--- src/pkg/hpcc_pkg.sv ---
// Constants, cycle-type codes and state encoding for the host port cycle front end.
// Assumes one 200 MHz clock (mclk) and a synchronous active-high reset.
// How it works
// - Wide mode: data access at once, address bus
// - Wide mode uses low 15 address bits only
// - Ready low while memory path is busy
// - Control latched on address strobe (byte mode only) or strobe start
// - Read fetches word at read address first
// - Write data taken at strobe end, then stored
// - Core beats host path on same block
// - Host path and system DMA alternate per half
// - Data strobes ignored while port is deselected
// - Ready forced high while port is deselected
// - Access codes: control, data+inc, address, data
// - Wide mode: only control and plain data valid
// - Single address mode: both registers move together
// - Dual address mode: select bit picks register
// - Strap at reset: low wide, high byte
package hpcc_pkg;
  // =====================================================================
  // Widths
  localparam int DATA_W  = 16;
  localparam int ADDR_W  = 16;
  localparam int MEM_AW  = 15;
  localparam int NUM_BLK = 8;
  localparam int BLK_W   = 3;
  // =====================================================================
  // Access type codes
  localparam logic [1:0] AT_CTRL     = 2'h0;
  localparam logic [1:0] AT_DATA_INC = 2'h1;
  localparam logic [1:0] AT_ADDR     = 2'h2;
  localparam logic [1:0] AT_DATA     = 2'h3;
  // =====================================================================
  // Control register fields and reset values
  localparam int CTRL_BOB_BIT     = 0;
  localparam int CTRL_DUAL_BIT    = 3;
  localparam int CTRL_SEL_BIT     = 4;
  localparam int CTRL_BOBSTAT_BIT = 8;
  localparam logic        CTRL_BOB_RST  = 1'h0;
  localparam logic        CTRL_DUAL_RST = 1'h0;
  localparam logic        CTRL_SEL_RST  = 1'h0;
  localparam logic [15:0] ADDR_RST      = 16'h0000;
  localparam logic [15:0] DATA_RST      = 16'h0000;
  // =====================================================================
  // Cycle state
  typedef enum logic [4:0] {
    S_IDLE  = 5'b00001,
    S_ACT   = 5'b00010,
    S_FETCH = 5'b00100,
    S_RDATA = 5'b01000,
    S_STORE = 5'b10000
  } hpcc_state_e;
endpackage : hpcc_pkg

--- src/pkg/hpcc_arb_if.sv ---
// Request and grant bundle between the cycle front end and the memory arbiter.
// Assumes all signals are on mclk.
`timescale 1ns/1ps
interface hpcc_arb_if;
  logic [hpcc_pkg::NUM_BLK-1:0] cpu_req;
  logic                         hp_req;
  logic [hpcc_pkg::BLK_W-1:0]   hp_blk;
  logic                         hp_gnt;
  logic                         dma_req;
  logic [hpcc_pkg::BLK_W-1:0]   dma_blk;
  logic                         dma_gnt;
  modport top (output cpu_req, hp_req, hp_blk, dma_req, dma_blk, input hp_gnt, dma_gnt);
  modport arb (input cpu_req, hp_req, hp_blk, dma_req, dma_blk, output hp_gnt, dma_gnt);
endinterface : hpcc_arb_if

--- src/verilog/hpcc_arb.sv ---
// Dual-access memory arbiter: core first, host path and system DMA alternate.
// Assumes requests are held until granted; grant is a same-cycle level.
`timescale 1ns/1ps
module hpcc_arb (
  // Clock and reset
  input wire logic mclk,
  input wire logic rst,
  // Request bundle
  hpcc_arb_if.arb  bus
);
  import hpcc_pkg::*;

  logic [1:0] turn_dma;
  logic [1:0] next_turn_dma;
  logic       hp_free;
  logic       dma_free;
  logic       clash;
  logic       half;

  // =====================================================================
  // Grant decision
  always_comb begin
    hp_free       = bus.hp_req & ~bus.cpu_req[bus.hp_blk];
    dma_free      = bus.dma_req & ~bus.cpu_req[bus.dma_blk];
    half          = bus.hp_blk[BLK_W-1];
    clash         = hp_free & dma_free & (half == bus.dma_blk[BLK_W-1]);
    bus.hp_gnt    = hp_free & ~(clash & turn_dma[half]);
    bus.dma_gnt   = dma_free & ~(clash & ~turn_dma[half]);
    next_turn_dma = turn_dma;
    if (clash) begin
      next_turn_dma[half] = ~turn_dma[half];
    end
  end

  always_ff @(posedge mclk) begin
    if (rst) begin
      turn_dma <= 2'h0;
    end else begin
      turn_dma <= next_turn_dma;
    end
  end

  chk_core_wins_hp: assert property (@(posedge mclk) disable iff (rst)
    (bus.hp_req && bus.cpu_req[bus.hp_blk]) |-> !bus.hp_gnt)
    else $error("host path granted over core");
  chk_rr_alternate: assert property (@(posedge mclk) disable iff (rst)
    clash ##1 (clash && half == $past(half))
    |-> bus.hp_gnt != $past(bus.hp_gnt) && bus.dma_gnt != $past(bus.dma_gnt))
    else $error("round robin did not alternate");
endmodule : hpcc_arb

--- src/verilog/hpcc_top.sv ---
// Host port cycle front end: strobe derivation, control latch, cycle decode,
// data flow to internal memory and ready gating.
// Assumes host pins are asynchronous; memory and core requests are on mclk.
`timescale 1ns/1ps
module hpcc_top #(
  parameter int MEM_AW = hpcc_pkg::MEM_AW
) (
  // Clock and reset
  input  wire logic                           mclk,
  input  wire logic                           rst,
  // Host pins
  input  wire logic                           port_select_n,
  input  wire logic                           data_strobe_a,
  input  wire logic                           data_strobe_b,
  input  wire logic                           addr_strobe_n,
  input  wire logic [1:0]                     access_type_sel,
  input  wire logic                           dir_sel,
  input  wire logic                           byte_id_line,
  input  wire logic [hpcc_pkg::ADDR_W-1:0]    host_addr_bus,
  input  wire logic [hpcc_pkg::DATA_W-1:0]    host_data_in,
  output logic      [hpcc_pkg::DATA_W-1:0]    host_data_out,
  output logic                                host_data_oe,
  output logic                                host_ready,
  input  wire logic                           mode_strap_pin,
  // Internal memory port
  output logic                                mem_stb,
  output logic                                mem_we,
  output logic      [MEM_AW-1:0]              mem_addr,
  output logic      [hpcc_pkg::DATA_W-1:0]    mem_wdata,
  input  wire logic [hpcc_pkg::DATA_W-1:0]    mem_rdata,
  input  wire logic                           mem_rvalid,
  // Competing requesters
  input  wire logic [hpcc_pkg::NUM_BLK-1:0]   cpu_req,
  input  wire logic                           sys_dma_req,
  input  wire logic [hpcc_pkg::BLK_W-1:0]     sys_dma_blk,
  output logic                                sys_dma_gnt,
  // Status
  output logic                                mux_mode
);
  import hpcc_pkg::*;

  if (MEM_AW < BLK_W + 1 || MEM_AW >= ADDR_W) begin : g_bad_aw
    $error("MEM_AW must lie between BLK_W+1 and ADDR_W-1");
  end

  // =====================================================================
  // Helpers
  function automatic logic [7:0] pick_byte(input logic [15:0] w, input logic bil,
                                           input logic order);
    pick_byte = (bil == order) ? w[7:0] : w[15:8];
  endfunction : pick_byte

  function automatic logic [15:0] put_byte(input logic [15:0] w, input logic [7:0] b,
                                           input logic bil, input logic order);
    put_byte = (bil == order) ? {w[15:8], b} : {b, w[7:0]};
  endfunction : put_byte

  function automatic logic [BLK_W-1:0] blk_of(input logic [MEM_AW-1:0] a);
    blk_of = a[MEM_AW-1 -: BLK_W];
  endfunction : blk_of

  // =====================================================================
  // Pin synchronisers
  logic [8:0]        pin_s1;
  logic [8:0]        pin_s2;
  logic [ADDR_W-1:0] addr_s1;
  logic [ADDR_W-1:0] addr_s2;
  logic [DATA_W-1:0] din_s1;
  logic [DATA_W-1:0] din_s2;

  always_ff @(posedge mclk) begin
    pin_s1  <= {port_select_n, data_strobe_a, data_strobe_b, addr_strobe_n,
                access_type_sel, dir_sel, byte_id_line, mode_strap_pin};
    pin_s2  <= pin_s1;
    addr_s1 <= host_addr_bus;
    addr_s2 <= addr_s1;
    din_s1  <= host_data_in;
    din_s2  <= din_s1;
  end

  logic       cs_n_s;
  logic       has_n_s;
  logic       strap_s;
  logic [3:0] ctl_pins;
  logic       stb;

  assign cs_n_s   = pin_s2[8];
  assign has_n_s  = pin_s2[5];
  assign ctl_pins = pin_s2[4:1];
  assign strap_s  = pin_s2[0];
  assign stb      = ~cs_n_s & (pin_s2[7] ^ pin_s2[6]);

  // =====================================================================
  // State
  hpcc_state_e       state,      next_state;
  logic              cyc_open,   next_cyc_open;
  logic              has_q,      next_has_q;
  logic              has_valid,  next_has_valid;
  logic [3:0]        has_lat,    next_has_lat;
  logic [3:0]        ctl,        next_ctl;
  logic              byte_order,        next_bob;
  logic              dual,       next_dual;
  logic              sel,        next_sel;
  logic [ADDR_W-1:0] read_addr,  next_read_addr;
  logic [ADDR_W-1:0] write_addr, next_write_addr;
  logic [ADDR_W-1:0] lat_addr,   next_lat_addr;
  logic [DATA_W-1:0] data_reg,   next_data_reg;
  logic [DATA_W-1:0] next_host_data_out;
  logic              next_host_data_oe;
  logic              next_host_ready;
  logic              next_mem_stb;
  logic              next_mem_we;
  logic [MEM_AW-1:0] next_mem_addr;
  logic [DATA_W-1:0] next_mem_wdata;
  logic [3:0]        cur_ctl;
  logic [15:0]       ctrl_word;
  logic [15:0]       cw;
  logic [15:0]       rd_word;
  logic [MEM_AW-1:0] tgt;
  logic              hp_req_c;
  logic              take;
  logic              wr;
  logic              last;

  hpcc_arb_if arb_bus ();

  hpcc_arb u_arb (
    .mclk (mclk),
    .rst  (rst),
    .bus  (arb_bus)
  );

  assign arb_bus.cpu_req = cpu_req;
  assign arb_bus.hp_req  = hp_req_c;
  assign arb_bus.hp_blk  = blk_of(tgt);
  assign arb_bus.dma_req = sys_dma_req;
  assign arb_bus.dma_blk = sys_dma_blk;

  // Byte mode uses the address registers; wide mode the latched bus address
  assign tgt = !mux_mode ? lat_addr[MEM_AW-1:0] :
               (state == S_STORE) ? write_addr[MEM_AW-1:0] : read_addr[MEM_AW-1:0];

  always_comb begin
    ctrl_word                   = 16'h0000;
    ctrl_word[CTRL_BOB_BIT]     = byte_order;
    ctrl_word[CTRL_BOBSTAT_BIT] = byte_order;
    ctrl_word[CTRL_DUAL_BIT]    = dual;
    ctrl_word[CTRL_SEL_BIT]     = sel;
  end

  // =====================================================================
  // Next-state logic
  always_comb begin
    next_state      = state;
    next_cyc_open   = cyc_open & stb;
    next_has_q      = has_n_s;
    next_has_valid  = has_valid;
    next_has_lat    = has_lat;
    next_ctl        = ctl;
    next_bob        = byte_order;
    next_dual       = dual;
    next_sel        = sel;
    next_read_addr  = read_addr;
    next_write_addr = write_addr;
    next_lat_addr   = lat_addr;
    next_data_reg   = data_reg;
    next_mem_stb    = 1'b0;
    next_mem_we     = mem_we;
    next_mem_addr   = mem_addr;
    next_mem_wdata  = mem_wdata;
    hp_req_c        = 1'b0;
    cw              = 16'h0000;
    wr              = ~ctl[1];
    last            = ~mux_mode | ctl[0];
    take            = (state == S_IDLE) & stb & ~cyc_open;
    cur_ctl         = (mux_mode & has_valid) ? has_lat : ctl_pins;
    if (mux_mode && has_q && !has_n_s) begin
      next_has_lat   = ctl_pins;
      next_has_valid = 1'b1;
    end
    case (state)
      S_IDLE: begin
        if (take) begin
          next_cyc_open  = 1'b1;
          next_ctl       = cur_ctl;
          next_has_valid = 1'b0;
          next_lat_addr  = addr_s2;
          // Read data needs a fetch: wide plain read or first byte in byte mode
          if (cur_ctl[1] && cur_ctl[2] && (mux_mode ? !cur_ctl[0] : cur_ctl[3])) begin
            next_state = S_FETCH;
          end else begin
            next_state = S_ACT;
          end
        end
      end
      S_FETCH: begin
        hp_req_c = 1'b1;
        if (arb_bus.hp_gnt) begin
          next_mem_stb  = 1'b1;
          next_mem_we   = 1'b0;
          next_mem_addr = tgt;
          next_state    = S_RDATA;
        end
      end
      S_RDATA: begin
        if (mem_rvalid) begin
          next_data_reg = mem_rdata;
          next_state    = S_ACT;
        end
      end
      S_ACT: begin
        if (!stb) begin
          next_state = S_IDLE;
          case (ctl[3:2])
            AT_CTRL: begin
              if (wr) begin
                cw = mux_mode ? put_byte(ctrl_word, din_s2[7:0], ctl[0], byte_order) : din_s2;
                next_bob  = cw[CTRL_BOB_BIT];
                next_dual = cw[CTRL_DUAL_BIT];
                next_sel  = cw[CTRL_SEL_BIT];
              end
            end
            AT_ADDR: begin
              if (wr && mux_mode) begin
                if (!dual || sel) begin
                  next_read_addr = put_byte(read_addr, din_s2[7:0], ctl[0], byte_order);
                end
                if (!dual || !sel) begin
                  next_write_addr = put_byte(write_addr, din_s2[7:0], ctl[0], byte_order);
                end
              end
            end
            default: begin
              if (mux_mode || ctl[3]) begin
                if (wr) begin
                  next_data_reg = mux_mode ? put_byte(data_reg, din_s2[7:0], ctl[0], byte_order)
                                           : din_s2;
                  if (last) begin
                    next_state = S_STORE;
                  end
                end else if (last && !ctl[3]) begin
                  next_read_addr = read_addr + 16'h0001;
                  if (!dual) begin
                    next_write_addr = write_addr + 16'h0001;
                  end
                end
              end
            end
          endcase
        end
      end
      S_STORE: begin
        hp_req_c = 1'b1;
        if (arb_bus.hp_gnt) begin
          next_mem_stb   = 1'b1;
          next_mem_we    = 1'b1;
          next_mem_addr  = tgt;
          next_mem_wdata = data_reg;
          next_state     = S_IDLE;
          if (mux_mode && ctl[3:2] == AT_DATA_INC) begin
            next_write_addr = write_addr + 16'h0001;
            if (!dual) begin
              next_read_addr = read_addr + 16'h0001;
            end
          end
        end
      end
      default: begin
        next_state = S_IDLE;
      end
    endcase
    case (next_ctl[3:2])
      AT_CTRL: rd_word = ctrl_word;
      AT_ADDR: rd_word = mux_mode ? ((dual && !sel) ? write_addr : read_addr) : 16'h0000;
      AT_DATA: rd_word = next_data_reg;
      default: rd_word = mux_mode ? next_data_reg : 16'h0000;
    endcase
    next_host_data_out = mux_mode ? {8'h00, pick_byte(rd_word, next_ctl[0], byte_order)} : rd_word;
    next_host_data_oe  = (next_state == S_ACT) & next_ctl[1];
    next_host_ready    = cs_n_s |
                         ~(next_state inside {S_FETCH, S_RDATA, S_STORE});
  end

  // =====================================================================
  // Registers
  always_ff @(posedge mclk) begin
    if (rst) begin
      state         <= S_IDLE;
      cyc_open      <= 1'b0;
      has_q         <= 1'b1;
      has_valid     <= 1'b0;
      has_lat       <= 4'h0;
      ctl           <= 4'h0;
      byte_order           <= CTRL_BOB_RST;
      dual          <= CTRL_DUAL_RST;
      sel           <= CTRL_SEL_RST;
      read_addr     <= ADDR_RST;
      write_addr    <= ADDR_RST;
      lat_addr      <= ADDR_RST;
      data_reg      <= DATA_RST;
      host_data_out <= DATA_RST;
      host_data_oe  <= 1'b0;
      host_ready    <= 1'b1;
      mem_stb       <= 1'b0;
      mem_we        <= 1'b0;
      mem_addr      <= '0;
      mem_wdata     <= DATA_RST;
      sys_dma_gnt   <= 1'b0;
      mux_mode      <= strap_s;
    end else begin
      state         <= next_state;
      cyc_open      <= next_cyc_open;
      has_q         <= next_has_q;
      has_valid     <= next_has_valid;
      has_lat       <= next_has_lat;
      ctl           <= next_ctl;
      byte_order           <= next_bob;
      dual          <= next_dual;
      sel           <= next_sel;
      read_addr     <= next_read_addr;
      write_addr    <= next_write_addr;
      lat_addr      <= next_lat_addr;
      data_reg      <= next_data_reg;
      host_data_out <= next_host_data_out;
      host_data_oe  <= next_host_data_oe;
      host_ready    <= next_host_ready;
      mem_stb       <= next_mem_stb;
      mem_we        <= next_mem_we;
      mem_addr      <= next_mem_addr;
      mem_wdata     <= next_mem_wdata;
      sys_dma_gnt   <= arb_bus.dma_gnt;
    end
  end

  // =====================================================================
  // Checks
  chk_ready_cs_gate: assert property (@(posedge mclk) disable iff (rst)
    cs_n_s |=> host_ready)
    else $error("ready low while deselected");
  chk_ready_busy: assert property (@(posedge mclk) disable iff (rst)
    (state inside {S_FETCH, S_RDATA, S_STORE} && !$past(cs_n_s)) |-> !host_ready)
    else $error("ready high while busy");
  chk_no_take_unsel: assert property (@(posedge mclk) disable iff (rst)
    (state == S_IDLE && cs_n_s) |=> state == S_IDLE)
    else $error("cycle started while deselected");
  chk_strobe_take: assert property (@(posedge mclk) disable iff (rst)
    (state == S_IDLE && stb && !cyc_open) |=> state != S_IDLE && ctl == $past(cur_ctl))
    else $error("strobe start not taken");
  chk_fetch_decode: assert property (@(posedge mclk) disable iff (rst)
    $rose(state == S_FETCH) |-> ctl[2] && ctl[1])
    else $error("fetch for a non data read");
  chk_read_addr_use: assert property (@(posedge mclk) disable iff (rst)
    (mem_stb && !mem_we && mux_mode) |-> mem_addr == read_addr[MEM_AW-1:0])
    else $error("read fetch not at read address");
  chk_write_addr_use: assert property (@(posedge mclk) disable iff (rst)
    (mem_stb && mem_we && mux_mode) |-> mem_addr == $past(write_addr[MEM_AW-1:0]))
    else $error("store not at write address");
  chk_wide_addr: assert property (@(posedge mclk) disable iff (rst)
    (mem_stb && !mux_mode) |-> mem_addr == lat_addr[MEM_AW-1:0])
    else $error("wide mode address mismatch");
  chk_single_inc: assert property (@(posedge mclk) disable iff (rst)
    (state == S_STORE && arb_bus.hp_gnt && mux_mode && !dual && ctl[3:2] == AT_DATA_INC)
    |=> write_addr == $past(write_addr) + 16'h0001 && read_addr == $past(read_addr) + 16'h0001)
    else $error("single mode increment missed");
endmodule : hpcc_top
--- config.mk ---
export PLATFORM = sky130hd
export DESIGN_NAME = hpcc_top
export DESIGN_NICKNAME = d
export VERILOG_FILES = /design/src/pkg/hpcc_pkg.sv /design/src/pkg/hpcc_arb_if.sv /design/src/verilog/hpcc_arb.sv /design/src/verilog/hpcc_top.sv
export SDC_FILE = /design/constraint.sdc
export NUM_CORES = 1
export LEC_CHECK = 0
export ABC_AREA = 1
export BUFFER_PORTS_ARGS = -buffer_cell sky130_fd_sc_hd__buf_2
export CELL_PAD_IN_SITES_DETAIL_PLACEMENT = 0
export CELL_PAD_IN_SITES_GLOBAL_PLACEMENT = 1
export CORE_ASPECT_RATIO = 0.5
export CORE_MARGIN = 1.5
export CORE_UTILIZATION = 45
export DETAILED_ROUTE_END_ITERATION = 12
export PLACE_DENSITY_LB_ADDON = 0.2
export SLEW_MARGIN = 20
export SYNTH_ARGS = -nofsm -noshare
export SYNTH_HDL_FRONTEND = slang
export SYNTH_SLANG_ARGS = --single-unit
export TNS_END_PERCENT = 1
--- constraint.sdc ---
create_clock -name mclk -period 3.8 [get_ports mclk]
set_input_delay 0.57 -clock mclk [delete_from_list [all_inputs] [get_ports mclk]]
set_output_delay 0.57 -clock mclk [all_outputs]
set_load 0.005 [all_outputs]
==> flow_summary.json, run 1 <==
{
  "hold_start": "host_addr_bus[9]",
  "syn_area_sq_um": 9041,
  "vdd_ir_drop_max_uv": 359.1,
  "drt-initial-drc-count": 685,
  "drtAntennaViolNets": 0,
  "dieArea_sq_um": 21000,
  "start_kind": "flop",
  "synth_ff_type": "dfxtp_1",
  "p_per_area_nw_per_um2": 460.8,
  "skew_ns": 0.01647,
  "ys_ff_latch": 217,
  "placed_area_sq_um": 9899,
  "hold_buffers": 0,
  "clockBufferDepth": 3,
  "required_ns": 4.24,
  "io_buffers": 123,
  "fmax_mhz": 330.6,
  "cts_tree": "done",
  "grt_overflow_total": 0,
  "syn_to_final_growth_pct": 16.87,
  "antenna_found_initial": 0,
  "first_global_vias": 7344,
  "r2r_cells": 13,
  "p_leak_nw": 4.939,
  "crit_path_start": "mux_mode",
  "async_flop_share": 0,
  "drive_above_1_share": 0.1501,
  "synth_edf_count": 1,
  "die_h_um": 103.2,
  "worstHoldPathCells": 1,
  "cp_max_fo": 12,
  "hpwl_mm": 20.10,
  "htree_levels": 1,
  "grt.total_usage": 0.2573,
  "die_w_um": 203.5,
  "initial_core_util": 0.4614,
  "cts_buffers": 20,
  "design_area_sq_um": 10570,
  "fin_setup_tns_ns": 0,
  "status": "completed",
  "clock-sinks": 217,
  "tightest_slew_ns": 0.7062,
  "rr_startpoint": "mux_mode",
  "post-route-min-period_ns": 3.025,
  "maxCapViolCount": 0,
  "fillers": 1938,
  "drc_errors": 0,
  "syn_area_per_cell_sq_um": 7.447,
  "grt_max_degree": 61,
  "relSlewSlack": 0.5285,
  "yosysWarnings": 0,
  "finalWirelength_mm": 27.37,
  "rows": 36,
  "place_congestion": 0.9266,
  "grt_pass1_wl_mm": 41.19,
  "core_area_sq_um": 19590,
  "fin_nets": 1399,
  "synth_cell_types": 45,
  "netlist_instances": 1214,
  "antenna_cells": 0,
  "worstSetupPathType": "reg -> reg",
  "cp.arrival_ns": 3.47,
  "finalMaxSlewViolations": 0,
  "finalHoldViolCount": 0,
  "hp-class": "in -> reg",
  "ys_seq_area_frac": 0.4816,
  "post-cts-setup-buffer-count": 0,
  "clockRootBuffer": "clkbuf_16",
  "setup_viol": 0,
  "io_pins": 125,
  "clk_latency_ns": 0.51,
  "period_share": 0.7961,
  "ctsResizeCount": 0,
  "vias": 8391,
  "rsz0062_at_grt": "no",
  "syn_nets": 1288,
  "drt_pass1_iterations": 5,
  "vias_per_cell": 5.228,
  "detail_route.wl_per_cell_um": 17.05,
  "worst_setup_path_end_kind": "flop",
  "clkTransAtPathRegs_ns": 0.07
}
critical path, cell delays in order (launching register included):
cell and delay, ns:
edfxtp_1 0.54, buf_4 0.26, nor2_1 0.09, nor3_1 0.28
nand2_1 0.19, nor2_1 0.33, inv_1 0.13, nor2_1 0.31
inv_1 0.11, o2111ai_1 0.33, a21oi_1 0.12, nand3_1 0.09
nand2_1 0.05, nor2_1 0.12
power breakdown:
group          switching, W  internal [W]
Combinational      0.000281      0.000135
Sequential        0.0000479       0.00236
Clock              0.000898       0.00114
Total               0.00123       0.00364
stage by stage:
stage	std cells	setup slack, ns	total power [W]	hold slack, ns	utilization
2_1_floorplan	1214	1.672	0.002707	0.3096	-
6_report	1605	0.7748	0.004869	0.1543	0.5393
3_3_place_gp	1569	0.8663	0.002865	0.3099	0.5052
5_1_grt	1605	0.4590	0.005051	0.1375	0.5393
3_5_place_dp	1569	0.8258	0.002872	0.3121	0.5052
4_1_cts	1605	0.8098	0.004899	0.1386	0.5391
cells in the final DEF, fill, tap and decap left out, types with 10 or more instances in the layout:
cell type  instances
a21oi_1           78
a32oi_1           10
nand2_1          204
a31oi_1           10
nor2_1           184
buf_4             14
o21ai_0          132
o211ai_1          18
inv_1            144
buf_2            123
xor2_1            14
dfxtp_1          216
nand3_1           50
nand4_1           14
clkbuf_16         21
nor3_1            20
cells by family after synthesis:
| group | count (synthesis) | share of synthesized area |
|---|---|---|
| AO/OA/AOI/OAI | 278 | 0.1716 |
| XOR/XNOR | 16 | 0.01550 |
| adder cells (fa/ha/maj) | 2 | 0.002767 |
| buffers and inverters | 202 | 0.08732 |
| flip-flops | 217 | 0.4816 |
| multiplexers | 2 | 0.002214 |
| AND/OR/NAND/NOR | 497 | 0.2390 |
layer usage:
metal	GRT usage	wire length, um	vias to the layer above
met1	0.4005	14160	3837
met3	0.04825	2294	39
met5	0	0	-
met2	0.3655	10480	334
met4	0.04843	435	0
li1	-	-	4181
cell type report:
type / instances / area (sq um) / area share
clock buffers: 25 / 570.5 / 0.05400
multi-input cells: 795 / 3900 / 0.3691
repair buffers: 138 / 740.7 / 0.07010
well taps: 266 / 332.8 / 0.03150
flip-flops and latches: 217 / 4354 / 0.4121
inverters: 153 / 574.3 / 0.05435
clock inverters: 11 / 93.84 / 0.008881
synthesized netlist by cell type (all sizes together), types with 4 or more instances:
cell | instances | area, sq um
or2 | 5 | 31.28
nand4 | 19 | 185.2
buf | 14 | 83.82
nor3 | 20 | 100.1
xor2 | 14 | 122.6
o21ai | 142 | 718.2
a21oi | 78 | 390.4
o211ai | 18 | 135.1
clkbuf | 35 | 131.4
nor2 | 187 | 724.4
nand2 | 208 | 793.3
nor4 | 4 | 25.02
a32oi | 10 | 87.58
a211oi | 8 | 60.06
nand3 | 53 | 295.3
a31oi | 10 | 62.56
dfxtp | 216 | 4324
inv | 151 | 566.8
worst paths after layout:
path / slack, ns / endpoint
setup / recovery: 0.77 / host_data_out[0]
hold / removal: 0.15 / addr_s1[9]
setup reg to reg: 0.77 / host_data_out[0]
hold reg to reg: 0.33 / addr_s2[2]
(Power assumes the default switching activity.)
==> run 2: changes to the inputs <==
--- a/config.mk
+++ b/config.mk
@@ -5,13 +5,13 @@
 export SDC_FILE = /design/constraint.sdc
 export NUM_CORES = 1
 export LEC_CHECK = 0
-export ABC_AREA = 1
+export ABC_AREA = 0
 export BUFFER_PORTS_ARGS = -buffer_cell sky130_fd_sc_hd__buf_2
 export CELL_PAD_IN_SITES_DETAIL_PLACEMENT = 0
 export CELL_PAD_IN_SITES_GLOBAL_PLACEMENT = 1
 export CORE_ASPECT_RATIO = 0.5
 export CORE_MARGIN = 1.5
-export CORE_UTILIZATION = 45
+export CORE_UTILIZATION = 43
 export DETAILED_ROUTE_END_ITERATION = 12
 export PLACE_DENSITY_LB_ADDON = 0.2
 export SLEW_MARGIN = 20
==> constraint.sdc (replaced) <==
create_clock -name mclk -period 2.9 [get_ports mclk]
set_input_delay 0.435 -clock mclk [delete_from_list [all_inputs] [get_ports mclk]]
set_output_delay 0.435 -clock mclk [all_outputs]
set_load 0.005 [all_outputs]
==> run 2 against run 1 <==
Sequential power grew 32%. Clock power grew 36%. Synthesized area about the same. Sequential share of layout area is 2.0 points lower. Critical path depth down 5. Non-clock buffer count increased by 59. Setup slack worse by 0.70 ns. Synthesized cell count shrank 17%. Worst hold slack lost 0.13 ns. Sequential cell count stayed put. Largest cell class is now multi-input gates. Largest power group unchanged.
==> flow_summary.json, run 2 <==
{
  "finalHoldViolCount": 0,
  "dieArea_sq_um": 21970,
  "worstHoldPathCells": 1,
  "detail_route.wl_per_cell_um": 20.38,
  "io_pins": 125,
  "die_w_um": 208.1,
  "maxCapViolCount": 0,
  "met2_wirelength_mm": 12.16,
  "ys_seq_area_frac": 0.4813,
  "regArea_sq_um": 4354,
  "place_congestion": 0.9359,
  "finalWirelength_mm": 29.61,
  "synth_cell_types": 84,
  "fin_nets": 1240,
  "r2r_slack_ns": 0.08,
  "cts_tree": "done",
  "clockBufferDepth": 3,
  "grt.total_usage": 0.2699,
  "start_kind": "flop",
  "cts_buffers": 20,
  "cp_max_fo": 6,
  "tightest_slew_ns": 0.8199,
  "path_delay_family": "simple AND/OR/NAND/NOR gates",
  "fmax_mhz": 354.4,
  "finalMaxSlewViolations": 0,
  "clock-sinks": 217,
  "cp.arrival_ns": 3.21,
  "fin_setup_tns_ns": 0,
  "first_global_vias": 7779,
  "fillers": 1943,
  "ys_ff_latch": 217,
  "rows": 37,
  "worst_setup_path_end_kind": "flop",
  "grt_pass1_wl_mm": 45.69,
  "grt_max_degree": 63,
  "period_share": 0.9730,
  "highest_layer": "met4",
  "finalPower_w": 0.006533,
  "syn_area_sq_um": 9046,
  "clk_latency_ns": 0.51,
  "instances_no_fill": 1453,
  "drt_pass1_iterations": 6,
  "wl_met3_mm": 2.688,
  "max_stage_delay_ns": 0.58,
  "hold_start": "byte_id_line",
  "rsz0062_at_grt": "yes",
  "die_h_um": 105.6,
  "post-route-min-period_ns": 2.822,
  "r2r_cells": 8,
  "vias": 8306,
  "crit_chain": "or4_4, a2bb2oi_2, nand2_1, mux2i_1, o211a_2, o211ai_1, nand4_1, or3b_1",
  "hold_buffers": 0,
  "p_leak_nw": 4.596,
  "core_area_sq_um": 20600,
  "skew_ns": 0.01420,
  "yosysTopAreaCell": "dfxtp_1",
  "io_buffers": 123,
  "p_per_area_nw_per_um2": 587.8,
  "htree_levels": 1,
  "clockRootBuffer": "clkbuf_16",
  "synth_edf_count": 1,
  "synth_top_cell_area_share": 0.4780,
  "met1_length_mm": 14.09,
  "drc_errors": 0,
  "drtAntennaViolNets": 0,
  "initial_core_util": 0.4391,
  "timing.rr.end": "host_ready",
  "yosysWarnings": 0,
  "placed_cells": 1417,
  "crit_buf_inv": 0,
  "worstSetupPathType": "reg -> reg",
  "synth_ff_type": "dfxtp_1",
  "synth_area_leaders": "dfxtp_1, nand2_1, nor2_1, mux2i_1, a21oi_1",
  "syn_area_per_cell_sq_um": 8.948,
  "netlist_instances": 1011,
  "yosys-top-cells-count": "dfxtp_1, nand2_1, nor2_1",
  "vias_per_cell": 5.716,
  "drive_above_1_share": 0.2347,
  "setup_viol": 0,
  "hpwl_mm": 21.36,
  "rr_startpoint": "state[1]",
  "drt-initial-drc-count": 906,
  "clkTransAtPathRegs_ns": 0.07,
  "final_cell_mix": "dfxtp_1, nand2_1, buf_2",
  "required_ns": 3.29,
  "hold_end": "pin_s1[1]",
  "syn_to_final_growth_pct": 22.86,
  "grt_overflow_total": 0,
  "status": "completed",
  "syn_nets": 1085,
  "multiInputGateArea_sq_um": 4436,
  "antenna_found_initial": 0,
  "antenna_cells": 0,
  "vdd_ir_drop_max_uv": 399.0,
  "async_flop_share": 0,
  "yosys.cell_count.top_type": "dfxtp_1",
  "fin_util": 0.5395,
  "layout_commonest_cell": "dfxtp_1",
  "hp-class": "in -> reg",
  "cp_slowest_cell": "or4_4",
  "relSlewSlack": 0.4528
}
run 2: changes by cell type after synthesis, moves of 12 or more:
cell	previous run	this run
a21oi_1	78	58
o31ai_1	2	26
o21ai_0	132	28
xor2_1	14	2
nor2_1	184	116
clkbuf_1	35	48
inv_1	145	16
nand3_1	50	35
a222oi_1	0	14
and3_1	1	19
mux2i_1	2	40
nand2_1	205	126
run 2: worst max-delay path by stage:
stage                   from          endpoint  slack, ns  cells after the start
floorplan           state[2]  host_data_out[0]       0.13                     10
global placement    state[1]      read_addr[1]       0.06                     10
detailed placement  state[1]      read_addr[2]      -0.03                     10
CTS                 state[1]      read_addr[2]       0.02                     11
global route        state[1]        host_ready      -0.05                      8
finish              state[1]        host_ready       0.08                      8
run 2: repair_timing:
action / in CTS / in global routing
resized for setup: 2 / 12
endpoints found under the setup margin: 22 / 48
pin swaps: 0 / 5
setup buffers: 0 / 0
run 2: cell type report:
class	count	area share
multi-input combinational	714	0.3991
sequential	217	0.3918
timing repair buffer	197	0.1108
clock buffer	27	0.05201
tap	273	0.03073
clock inverter	9	0.01024
inverter	16	0.005404
run 2: logic make-up (layout without fill, tap and decap cells):
logic type | Yosys count | in the layout | synth area share
AND/OR/NAND/NOR | 389 | 389 | 0.1986
XOR/XNOR | 5 | 5 | 0.004842
flip-flops | 217 | 217 | 0.4813
multiplexers | 55 | 55 | 0.06570
adder cells (fa/ha/maj) | 2 | 2 | 0.002766
buffers and inverters | 80 | 249 | 0.03582
AO/OA/AOI/OAI | 263 | 263 | 0.2109
run 2: where the power goes:
part           internal, W  total (W)  switching [W]
logic             0.000225   0.000561       0.000336
clock network      0.00160    0.00278        0.00119
registers          0.00309    0.00319      0.0000967
run 2: per-stage QoR:
step	setup WS (ns)	cell area, sq um	hold slack [ns]
final	0.07832	11110	0.02147
after global routing	-0.05000	11110	0.001249
after CTS	0.02343	11060	0.006418
after detailed placement	-0.03016	10360	0.3121
after global placement	0.06238	10360	0.3111
after floorplan	0.1286	9046	0.3096
run 2: per-layer routing:
layer | vias to the layer above | GRT usage
met5 | - | 0
met3 | 44 | 0.07271
met2 | 302 | 0.3912
li1 | 4008 | -
met1 | 3952 | 0.3939
met4 | 0 | 0.06726
